`src/shared/sas_defines.vh`:
```
// constants for the cable-side host adapter: offsets, fields, timing counts
`ifndef SAS_DEFINES_VH
`define SAS_DEFINES_VH
// byte offsets within the adapter's processor window
`define SAS_OFF_DATA0 4'h8
`define SAS_OFF_ARM 4'hc
`define SAS_OFF_SELECT 4'hd
`define SAS_OFF_STATUS 4'hd
// status register fields
`define SAS_ST_BUSY 7
`define SAS_ST_CMD 3
`define SAS_ST_WR 2
`define SAS_ST_RD 1
`define SAS_ST_STAT 0
`define SAS_STATUS_RST 8'h00
// clock period in ps (250 MHz)
`define SAS_CLK_PS 4000
// handshake times in ps, fastest documented processor clock figures
`define SAS_T_ACK_WR_PS 40000
`define SAS_T_ACK_RD_PS 75000
`define SAS_T_REL_WR_PS 95000
`define SAS_T_REL_RD_PS 45000
// least times round up, longest rounds down
`define SAS_ACK_WR_CYC ((`SAS_T_ACK_WR_PS + `SAS_CLK_PS - 1) / `SAS_CLK_PS)
`define SAS_ACK_RD_CYC ((`SAS_T_ACK_RD_PS + `SAS_CLK_PS - 1) / `SAS_CLK_PS)
`define SAS_REL_WR_CYC ((`SAS_T_REL_WR_PS + `SAS_CLK_PS - 1) / `SAS_CLK_PS)
`define SAS_REL_RD_CYC (`SAS_T_REL_RD_PS / `SAS_CLK_PS)
// select / transfer time-out in ns (later boards)
`define SAS_T_TMO_NS 125000
`define SAS_TMO_CYC (`SAS_T_TMO_NS / 4)
`endif

```
`src/hdl/sas_host_port.v`:
```
// cable-side host adapter: status, interrupt arming, paced byte transfers
// Notes on behaviour
// - ack drops after req falls: at least 95 ns write, within 45 ns read
// - armed adapter raises level-1 interrupt on data or status requests
// - command requests never raise the interrupt
// - any write to the arming location arms; data ignored
// - request already pending when armed interrupts at once
// - vector fetch disarms; no more interrupts until re-armed
// - request withdrawn before service drops interrupt but stays armed
// - at most one acknowledged interrupt per arming write; no software clear
// - sole level-1 source; no source identification status
// - status bit 7 busy from selection until the sequence ends
// - phase lines decode to write, read, status and command bits
// - data port access moves 1, 2 or 4 bytes paced by req
// - byte write to select register starts selection of that controller
// - no busy within time-out after select ends access with bus error
// - data port access against the io direction ends with bus error
// - cable reset follows the board reset, no other control
`timescale 1ns/1ps
`include "sas_defines.vh"
module sas_host_port #(
    parameter TMO_CYC = `SAS_TMO_CYC
) (
    // clock and board reset
    input wire CLK,
    input wire RST_N,
    // processor access: strobe held until DONE or BERR
    input wire CPU_REQ,
    input wire CPU_WR,
    input wire [3:0] CPU_ADDR,
    input wire [1:0] CPU_SIZE,
    input wire [31:0] CPU_WDATA,
    output reg [31:0] CPU_RDATA,
    output reg CPU_DONE,
    output reg CPU_BERR,
    // interrupt request and vector-fetch acknowledge
    output reg IRQ1,
    input wire IACK,
    // cable inputs, active low except the data bus DB_IN, which is taken as it stands
    input wire REQ_N,
    input wire IO_N,
    input wire CD_N,
    input wire MSG_N,
    input wire BSY_N,
    input wire [7:0] DB_IN,
    // cable outputs, active low except DB_OUT, which carries the byte as it stands; data output enable low while driving
    output reg ACK_N,
    output reg SEL_N,
    output reg RST_OUT_N,
    output reg [7:0] DB_OUT,
    output reg DB_OE_N
);
    localparam S_IDLE = 3'h0;
    localparam S_SEL = 3'h1;
    localparam S_WAITREQ = 3'h2;
    localparam S_ACKDLY = 3'h3;
    localparam S_ACKON = 3'h4;
    localparam S_RELDLY = 3'h5;
    localparam S_END = 3'h6;

    // two-stage synchronisers for all cable inputs
    reg [12:0] sy1_ff;
    reg [12:0] sy2_ff;
    always @(posedge CLK) begin
        sy1_ff <= {REQ_N, IO_N, CD_N, MSG_N, BSY_N, DB_IN};
        sy2_ff <= sy1_ff;
    end
    wire req = ~sy2_ff[12];
    wire io_in = ~sy2_ff[11]; // high: controller to host
    wire cd = ~sy2_ff[10];
    wire busy_in = ~sy2_ff[8];
    wire [7:0] db = sy2_ff[7:0];

    wire ph_wr = req & ~cd & ~io_in;
    wire ph_rd = req & ~cd & io_in;
    wire ph_st = req & cd & io_in;
    wire ph_cmd = req & cd & ~io_in;

    reg [2:0] st_ff;
    reg [15:0] cnt_ff;
    reg [31:0] tmo_ff;
    reg [1:0] left_ff;
    reg rd_ff;
    reg armed_ff;
    reg [31:0] shift_ff;
    reg [1:0] bidx_ff;

    // number of bytes minus one for the access size
    wire [1:0] nbytes = (CPU_SIZE == 2'h0) ? 2'h0 : (CPU_SIZE == 2'h1) ? 2'h1 : 2'h3;
    wire acc_data = CPU_ADDR[3:2] == 2'h2;
    wire acc_arm = CPU_ADDR == `SAS_OFF_ARM;
    wire acc_sel = CPU_ADDR == `SAS_OFF_SELECT;
    wire irq_cond = ph_wr | ph_rd | ph_st;

    // access sequencer and cable handshake
    always @(posedge CLK) begin
        if (!RST_N) begin
            st_ff <= S_IDLE;
            cnt_ff <= 16'h0000;
            tmo_ff <= 32'h00000000;
            left_ff <= 2'h0;
            rd_ff <= 1'b0;
            shift_ff <= 32'h00000000;
            bidx_ff <= 2'h0;
            CPU_RDATA <= 32'h00000000;
            CPU_DONE <= 1'b0;
            CPU_BERR <= 1'b0;
            ACK_N <= 1'b1;
            SEL_N <= 1'b1;
            DB_OUT <= 8'h00;
            DB_OE_N <= 1'b1;
        end else begin
            CPU_DONE <= 1'b0;
            CPU_BERR <= 1'b0;
            case (st_ff)
                S_IDLE: begin
                    tmo_ff <= 32'h00000000;
                    if (CPU_REQ) begin
                        if (acc_sel && CPU_WR && CPU_SIZE == 2'h0) begin
                            // put id on bus and assert select in the same cycle
                            DB_OUT <= CPU_WDATA[7:0];
                            DB_OE_N <= 1'b0;
                            SEL_N <= 1'b0;
                            st_ff <= S_SEL;
                        end else if (acc_sel && !CPU_WR) begin
                            CPU_RDATA <= {24'h000000, busy_in, 3'h0, ph_cmd, ph_wr, ph_rd, ph_st};
                            CPU_DONE <= 1'b1;
                            st_ff <= S_END;
                        end else if (acc_arm && CPU_WR) begin
                            CPU_DONE <= 1'b1;
                            st_ff <= S_END;
                        end else if (acc_data) begin
                            rd_ff <= ~CPU_WR;
                            left_ff <= nbytes;
                            bidx_ff <= 2'h0;
                            shift_ff <= CPU_WDATA << (8 * (3 - nbytes));
                            st_ff <= S_WAITREQ;
                        end else begin
                            CPU_BERR <= 1'b1;
                            st_ff <= S_END;
                        end
                    end
                end
                S_SEL: begin
                    tmo_ff <= tmo_ff + 32'h1;
                    if (busy_in) begin
                        SEL_N <= 1'b1;
                        DB_OE_N <= 1'b1;
                        CPU_DONE <= 1'b1;
                        st_ff <= S_END;
                    end else if (tmo_ff >= TMO_CYC - 1) begin
                        SEL_N <= 1'b1;
                        DB_OE_N <= 1'b1;
                        CPU_BERR <= 1'b1;
                        st_ff <= S_END;
                    end
                end
                S_WAITREQ: begin
                    tmo_ff <= tmo_ff + 32'h1;
                    if (req && (io_in != rd_ff || cd)) begin
                        CPU_BERR <= 1'b1;
                        st_ff <= S_END;
                    end else if (req) begin
                        if (!rd_ff) begin
                            DB_OUT <= shift_ff[31:24];
                            DB_OE_N <= 1'b0;
                        end
                        cnt_ff <= 16'h0001;
                        st_ff <= S_ACKDLY;
                    end else if (tmo_ff >= TMO_CYC - 1) begin
                        CPU_BERR <= 1'b1;
                        st_ff <= S_END;
                    end
                end
                S_ACKDLY: begin
                    cnt_ff <= cnt_ff + 16'h1;
                    if (cnt_ff >= (rd_ff ? `SAS_ACK_RD_CYC : `SAS_ACK_WR_CYC)) begin
                        ACK_N <= 1'b0;
                        if (rd_ff)
                            shift_ff <= {shift_ff[23:0], db};
                        st_ff <= S_ACKON;
                    end
                end
                S_ACKON: begin
                    if (!req) begin
                        cnt_ff <= 16'h0001;
                        st_ff <= S_RELDLY;
                        // read release is prompt, bounded by the 45 ns figure
                        if (rd_ff || `SAS_REL_WR_CYC <= 1) begin
                            ACK_N <= 1'b1;
                            st_ff <= S_RELDLY;
                        end
                    end
                end
                S_RELDLY: begin
                    cnt_ff <= cnt_ff + 16'h1;
                    // write holds ack until release delay passes
                    if (rd_ff || cnt_ff >= `SAS_REL_WR_CYC) begin
                        ACK_N <= 1'b1;
                        DB_OE_N <= 1'b1;
                        tmo_ff <= 32'h00000000;
                        shift_ff <= rd_ff ? shift_ff : {shift_ff[23:0], 8'h00};
                        // next byte of the access or finish
                        if (left_ff == 2'h0) begin
                            CPU_RDATA <= shift_ff;
                            CPU_DONE <= 1'b1;
                            st_ff <= S_END;
                        end else begin
                            left_ff <= left_ff - 2'h1;
                            st_ff <= S_WAITREQ;
                        end
                    end
                end
                S_END: begin
                    // wait for processor to drop its strobe
                    if (!CPU_REQ)
                        st_ff <= S_IDLE;
                end
                default: st_ff <= S_IDLE;
            endcase
        end
    end

    // sole level-1 source
    // interrupt arming; no source register since nothing else shares the level
    always @(posedge CLK) begin
        if (!RST_N) begin
            armed_ff <= 1'b0;
            IRQ1 <= 1'b0;
        end else begin
            // vector fetch disarms, set below wins for a same-cycle rewrite
            if (IACK && IRQ1)
                armed_ff <= 1'b0;
            // any write to arming location arms
            if (st_ff == S_IDLE && CPU_REQ && CPU_WR && acc_arm)
                armed_ff <= 1'b1;
            // one acknowledged interrupt per arm since acknowledge clears the arm
            IRQ1 <= armed_ff & irq_cond & ~(IACK & IRQ1);
        end
    end

    always @(posedge CLK) begin
        RST_OUT_N <= RST_N;
    end
endmodule // sas_host_port

```
`config.mk`:
```
export PLATFORM = sky130hd
export DESIGN_NAME = sas_host_port
export DESIGN_NICKNAME = d
export VERILOG_FILES = /design/src/hdl/sas_host_port.v
export VERILOG_INCLUDE_DIRS = /design/src /design/src/shared
export SDC_FILE = /design/constraint.sdc
export NUM_CORES = 1
export LEC_CHECK = 0
export BUFFER_PORTS_ARGS = -buffer_cell sky130_fd_sc_hd__buf_2
export CORE_ASPECT_RATIO = 1.4
export CORE_UTILIZATION = 37
export CTS_CLUSTER_SIZE = 28
export DETAILED_ROUTE_END_ITERATION = 7
export SYNTH_ARGS = -nofsm -noshare
export SYNTH_HDL_FRONTEND = slang
export SYNTH_SLANG_ARGS = --single-unit
```
`constraint.sdc`:
```
create_clock -name CLK -period 6.93 [get_ports CLK]
set_clock_uncertainty 0.2 [all_clocks]
set_input_delay 0.693 -clock CLK [delete_from_list [all_inputs] [get_ports CLK]]
set_output_delay 0.693 -clock CLK [all_outputs]
set_load 0.005 [all_outputs]
```
=== Word-level counts from Yosys, hierarchy flattened ===
Cells that the tools add are included.

* Input bits: 56
* Word-level logic and storage cells: 202
* Register bits after elaboration: 160

* Add/sub/neg operators: 4
* Muxes and demuxes: 88
* Bitwise operators: 20
* Shift-type cells: 1
* Magnitude comparators: 3
* Reductions and logical operators: 37
* Equality and inequality tests: 31

{| class="wikitable"
|+ Operators with widths
! cell !! count
|-
| 32-bit 2-to-1 mux || 15
|-
| 32-bit case mux with 3 select lines || 2
|-
| 32-bit case mux with 2 select lines || 1
|-
| 16-bit 2-to-1 mux || 3
|-
| 16-bit case mux with 3 select lines || 1
|-
| 3-bit 2-to-1 mux || 14
|-
| 8-bit 2-to-1 mux || 5
|-
| 2-bit inequality test (second input constant) || 19
|-
| 32-bit by 1-bit adder with 32-bit output (second input constant) || 1
|-
| 32-bit by 15-bit >= comparator with 1-bit output (second input constant) || 1
|-
| 32-bit by 32-bit << shifter with 32-bit output || 1
|-
| 1-bit 2-to-1 mux || 29
|-
| 3-bit case mux with 7 select lines || 1
|-
| 2-bit 2-to-1 mux || 9
|-
| 6-bit AND reduction || 3
|-
| 16-bit by 1-bit adder with 16-bit output (second input constant) || 1
|-
| 16-bit by 5-bit >= comparator with 1-bit output || 1
|-
| 16-bit by 5-bit >= comparator with 1-bit output (second input constant) || 1
|-
| 8-bit case mux with 2 select lines || 1
|-
| 8-bit AND reduction || 2
|-
| 3-bit nonzero test || 4
|-
| 10-bit AND reduction || 1
|-
| 5-bit AND reduction || 2
|-
| 1-bit bitwise AND || 9
|-
| other kinds (27) || 57
|}

=== Depth between registers and ports, before layout ===
* Word-level depth: 11
* Depth in mapped cells: 9
* Mapped depth without buffers: 7

=== Worst setup path after synthesis ===
No wires, ideal clock.

* Path kind: in2reg
* From: in CPU_SIZE[1]
* To: reg DB_OUT[7]
* Arrival time: 2.200 ns
* Setup slack: 4.439 ns
* Stages: 7
* Cells stage by stage: buf_2 -> and4bb_2 -> nand4_1 -> a2111oi_4 -> buf_6 -> nor2_1 -> a311oi_1

* Word-level cells in the longest chain between the ends: 4

{| class="wikitable"
|+ RTL lines
! what !! line !! RTL
|-
| start, declared || sas_host_port.v:31 || <nowiki>input wire [1:0] CPU_SIZE,</nowiki>
|-
| 2-bit logical NOT || sas_host_port.v:119 || <nowiki>if (acc_sel && CPU_WR && CPU_SIZE == 2'h0) begin</nowiki>
|-
| 1-bit logical AND || sas_host_port.v:119 ||
|-
| 2-bit inequality test (no line) || n/a ||
|-
| 6-bit AND reduction (no line) || n/a ||
|-
| end signal, assigned || sas_host_port.v:121 || <nowiki>DB_OUT <= CPU_WDATA[7:0];</nowiki>
|-
| end signal, assigned || sas_host_port.v:165 || <nowiki>DB_OUT <= shift_ff[31:24];</nowiki>
|-
| end, declared || sas_host_port.v:50 || <nowiki>output reg [7:0] DB_OUT,</nowiki>
|}

No other way between the ends.
A chain may end at the register's enable or synchronous reset.

=== Final worst setup path ===
* From: reg st_ff[1]
* To: reg shift_ff[7]

* Word-level cells in the longest chain between the ends: 3

{| class="wikitable"
|+ RTL lines
! what !! line !! RTL
|-
| start, declared || sas_host_port.v:79 || <nowiki>reg [2:0] st_ff;</nowiki>
|-
| start signal, assigned || sas_host_port.v:98 || <nowiki>st_ff <= S_IDLE;</nowiki>
|-
| start signal, assigned || sas_host_port.v:124 || <nowiki>st_ff <= S_SEL;</nowiki>
|-
| start signal, assigned || sas_host_port.v:128 || <nowiki>st_ff <= S_END;</nowiki>
|-
| 3-bit == test, or another cell as far along || sas_host_port.v:115 || <nowiki>case (st_ff)</nowiki>
|-
| 2-bit inequality test (no line) / 3-bit nonzero test (equally long branches) || n/a ||
|-
| 10-bit AND reduction (no line) || n/a ||
|-
| end signal, assigned || sas_host_port.v:136 || <nowiki>shift_ff <= CPU_WDATA << (8 * (3 - nbytes));</nowiki>
|-
| end signal, assigned || sas_host_port.v:180 || <nowiki>shift_ff <= {shift_ff[23:0], db};</nowiki>
|-
| end signal, assigned || sas_host_port.v:202 || <nowiki>shift_ff <= rd_ff ? shift_ff : {shift_ff[23:0], 8'h00};</nowiki>
|-
| end, declared || sas_host_port.v:85 || <nowiki>reg [31:0] shift_ff;</nowiki>
|}

Several ways; a longest one is shown, not always the timed one.

==> impl_metrics.csv <==
group,metric,value,unit
floorplan,die_y,170.6,µm
timing,fin_crit_sh,0.4692,
synthesis,synth_ff_type,"dfxtp_1",
place,io_buffers,101,
grt,grt_max_degree,68,
synthesis,synth_area,0.007513,mm²
setup_path,cp-startpoint,"st_ff[1]",
finish,n_antenna_cell,0,
timing,hold_viol_final,0,
clock_tree,clockBufferDepth,2,
timing,drv_slew,0,
synthesis,ys_seq_area_frac,0.4210,
timing,setup_viol,0,
setup_path,required,7.08,ns
finish,layout_common_cells,"dfxtp_1, buf_2, nand2_1",
clock_tree,cts_root_buf,"clkbuf_16",
grt,use_met1,0.2675,
finish,layout-drive-gt1-share,0.1880,
timing,rsz0062_at_grt,"false",
detailed_routing,dr.first_iter.drc_count,513,
clock_tree,htreeDepth,4,
detailed_routing,vias_per_cell,5.589,
floorplan,dieWidth,122.4,µm
synthesis,synth_cells,849,
timing,relSlewSlack,0.3639,
synthesis,synth_nets,914,
power,report.power.total,2.473,mW
detailed_routing,ant_nets,0,
grt,busiest_layer,"met2",
detailed_routing,drc,0,
clock_tree,cts_tree,"done",
timing,fmax,0.3076,GHz
grt,grtUsageMet2,0.3363,
timing,min_period,3.251,ns
flow_run,max_cap_viol_count,0,
power,peakVddDrop,0.1513,mV
finish,final_common_cell,"dfxtp_1",
detailed_routing,dr_total_vias,6640,
synthesis,synth_edf_count,0,
grt,grt_pass1_vias,6065,
synthesis,ys_types,71,
setup_path,cp-end-kind,"register",
finish,area_growth,16.32,%
grt,grt_pass1_wl,33.13,mm
setup_path,r2r-start,"st_ff[1]",
place,dp_hpwl,14.91,mm
setup_path,cp_max_fo,32,
synthesis,ys_warn_count,0,
grt,grtUsageMet3,0.03867,
synthesis,avgSynthCellArea,8.850,µm²
setup_path,crit_type,"reg2reg",
detailed_routing,drtPass1Iterations,5,
synthesis,synthArstFlopShare,0,
clock_tree,cts_hold_repair.buffers,0,
timing,finalSetupTns,0,ns
status,outcome,"finished, final reports clean",
setup_path,cp.arrival,3.40,ns
detailed_routing,wl_per_cell,17.84,µm
clock_tree,cts_resized,0,
floorplan,dieArea,0.02089,mm²
clock_tree,post-cts-setup-buffers,0,
floorplan,core-area,0.01984,mm²
finish,multi_input_area,0.003981,mm²
setup_path,startpoint_type,"register",
min_path,worstHoldStart,"sy1_ff[5]",
clock_tree,path_clk_slew,0.07,ns
clock_tree,cts_sinks,158,
finish,regArea,0.003163,mm²
power,power_density,282.9,mW/mm²
timing,tightest_slew,0.9301,ns
finish,nNetsFinal,988,
min_path,holdCritPathClass,"reg2reg",
place,gp_congestion,0.8849,
grt,grtUsageTotal,0.2071,
grt,antenna_found_initial,0,
finish,fillCellCount,2012,
synthesis,synth-seq-cells,158,
floorplan,io_pins,103,
floorplan,start_util,0.3786,
clock_tree,clock_latency,0.43,ns
clock_tree,cts_buffers,17,
grt,grt.overflow.total,0,
detailed_routing,routed_wl,21.20,mm
floorplan,rows,61,
power,p_leak,3.357,nW
-- routing by layer --
| metal | part of all wire | vias to the layer above |
|---|---|---|
| li1 | - | 3271 |
| met1 | 0.44 | 3154 |
| met2 | 0.48 | 178 |
| met3 | 0.046 | 37 |
| met4 | 0.026 | 0 |
| met5 | 0 | - |
-- worst max-delay path: stages (launching register included) --
cell and delay (ns):
dfxtp_1 0.58, nor4b_4 0.54, and3_1 0.40, a21o_1 0.30, and3_2 0.86, mux2i_1 0.28
-- power by group --
part           switching (mW)  internal (mW)  total, mW
clock network           0.402          0.522      0.924
registers              0.0595          0.964       1.02
logic                   0.333          0.192      0.525
total                   0.794           1.68       2.47
-- logic make-up (layout without fill, tap and decap cells) --
family / Yosys count / after routing / share of synthesized area
simple gates: 297 / 297 / 0.1947
compound gates: 229 / 229 / 0.2267
flops: 158 / 158 / 0.4210
buf+inv: 84 / 171 / 0.05062
mux: 41 / 41 / 0.05595
xor+xnor: 31 / 31 / 0.03614
fa+ha+maj: 9 / 9 / 0.01499
-- Yosys cell counts, types with 8 or more instances --
master | number | area share
a22oi_1 | 36 | 0.036
inv_1 | 25 | 0.012
mux2i_1 | 33 | 0.044
a32o_1 | 10 | 0.013
a211oi_1 | 18 | 0.018
nor3_1 | 9 | 0.0060
nand4_1 | 17 | 0.014
xor2_1 | 14 | 0.016
mux2_2 | 8 | 0.012
clkbuf_1 | 36 | 0.018
a31oi_1 | 12 | 0.010
dfxtp_1 | 158 | 0.42
a311oi_1 | 9 | 0.010
ha_1 | 9 | 0.015
a21oi_1 | 36 | 0.024
o211ai_1 | 12 | 0.012
buf_2 | 13 | 0.0087
and3_1 | 16 | 0.013
nor2_1 | 87 | 0.043
o211a_1 | 8 | 0.011
o21ai_0 | 38 | 0.025
or3_1 | 14 | 0.012
nand3_1 | 17 | 0.011
o2111ai_1 | 9 | 0.010
nand2_1 | 95 | 0.047
xnor2_1 | 17 | 0.020
-- state kept, by name, indices dropped and copies added (netlist names), 2 cells and up --
| signal | flops |
|---|---|
| sy2_ff | 12 |
| shift_ff | 32 |
| sy1_ff | 12 |
| cnt_ff | 16 |
| left_ff | 2 |
| CPU_RDATA | 32 |
| tmo_ff | 32 |
| st_ff | 3 |
| DB_OUT | 8 |
-- through the flow --
step	util	instances	hold WS (ns)	setup slack (ns)	instance area, µm²
5_1_grt	0.4404	1188	0.1256	3.512	8740
4_1_cts	0.4404	1188	0.1238	3.744	8740
3_3_place_gp	0.4110	1156	0.1119	3.609	8157
2_1_floorplan	-	849	0.1096	4.439	7513
6_report	0.4404	1188	0.1200	3.679	8740
3_5_place_dp	0.4110	1156	0.1121	3.576	8157
-- final cells by class --
class | instances | share of cell area
repair buffers | 114 | 0.06900
multi-input cells | 607 | 0.4555
inverters | 25 | 0.01074
clock buffers | 20 | 0.05225
flip-flops and latches | 158 | 0.3619
clock inverters | 12 | 0.01446
well taps | 252 | 0.03608
-- worst paths after layout --
kind | cells past startpoint | endpoint | slack, ns
worst min register to register | 0 | sy2_ff[5] | 0.12
worst max-delay path | 5 | shift_ff[7] | 3.68
worst max register to register | 5 | shift_ff[7] | 3.68
worst min-delay path | 0 | sy2_ff[5] | 0.12
Power figures use the tool's default switching activity.
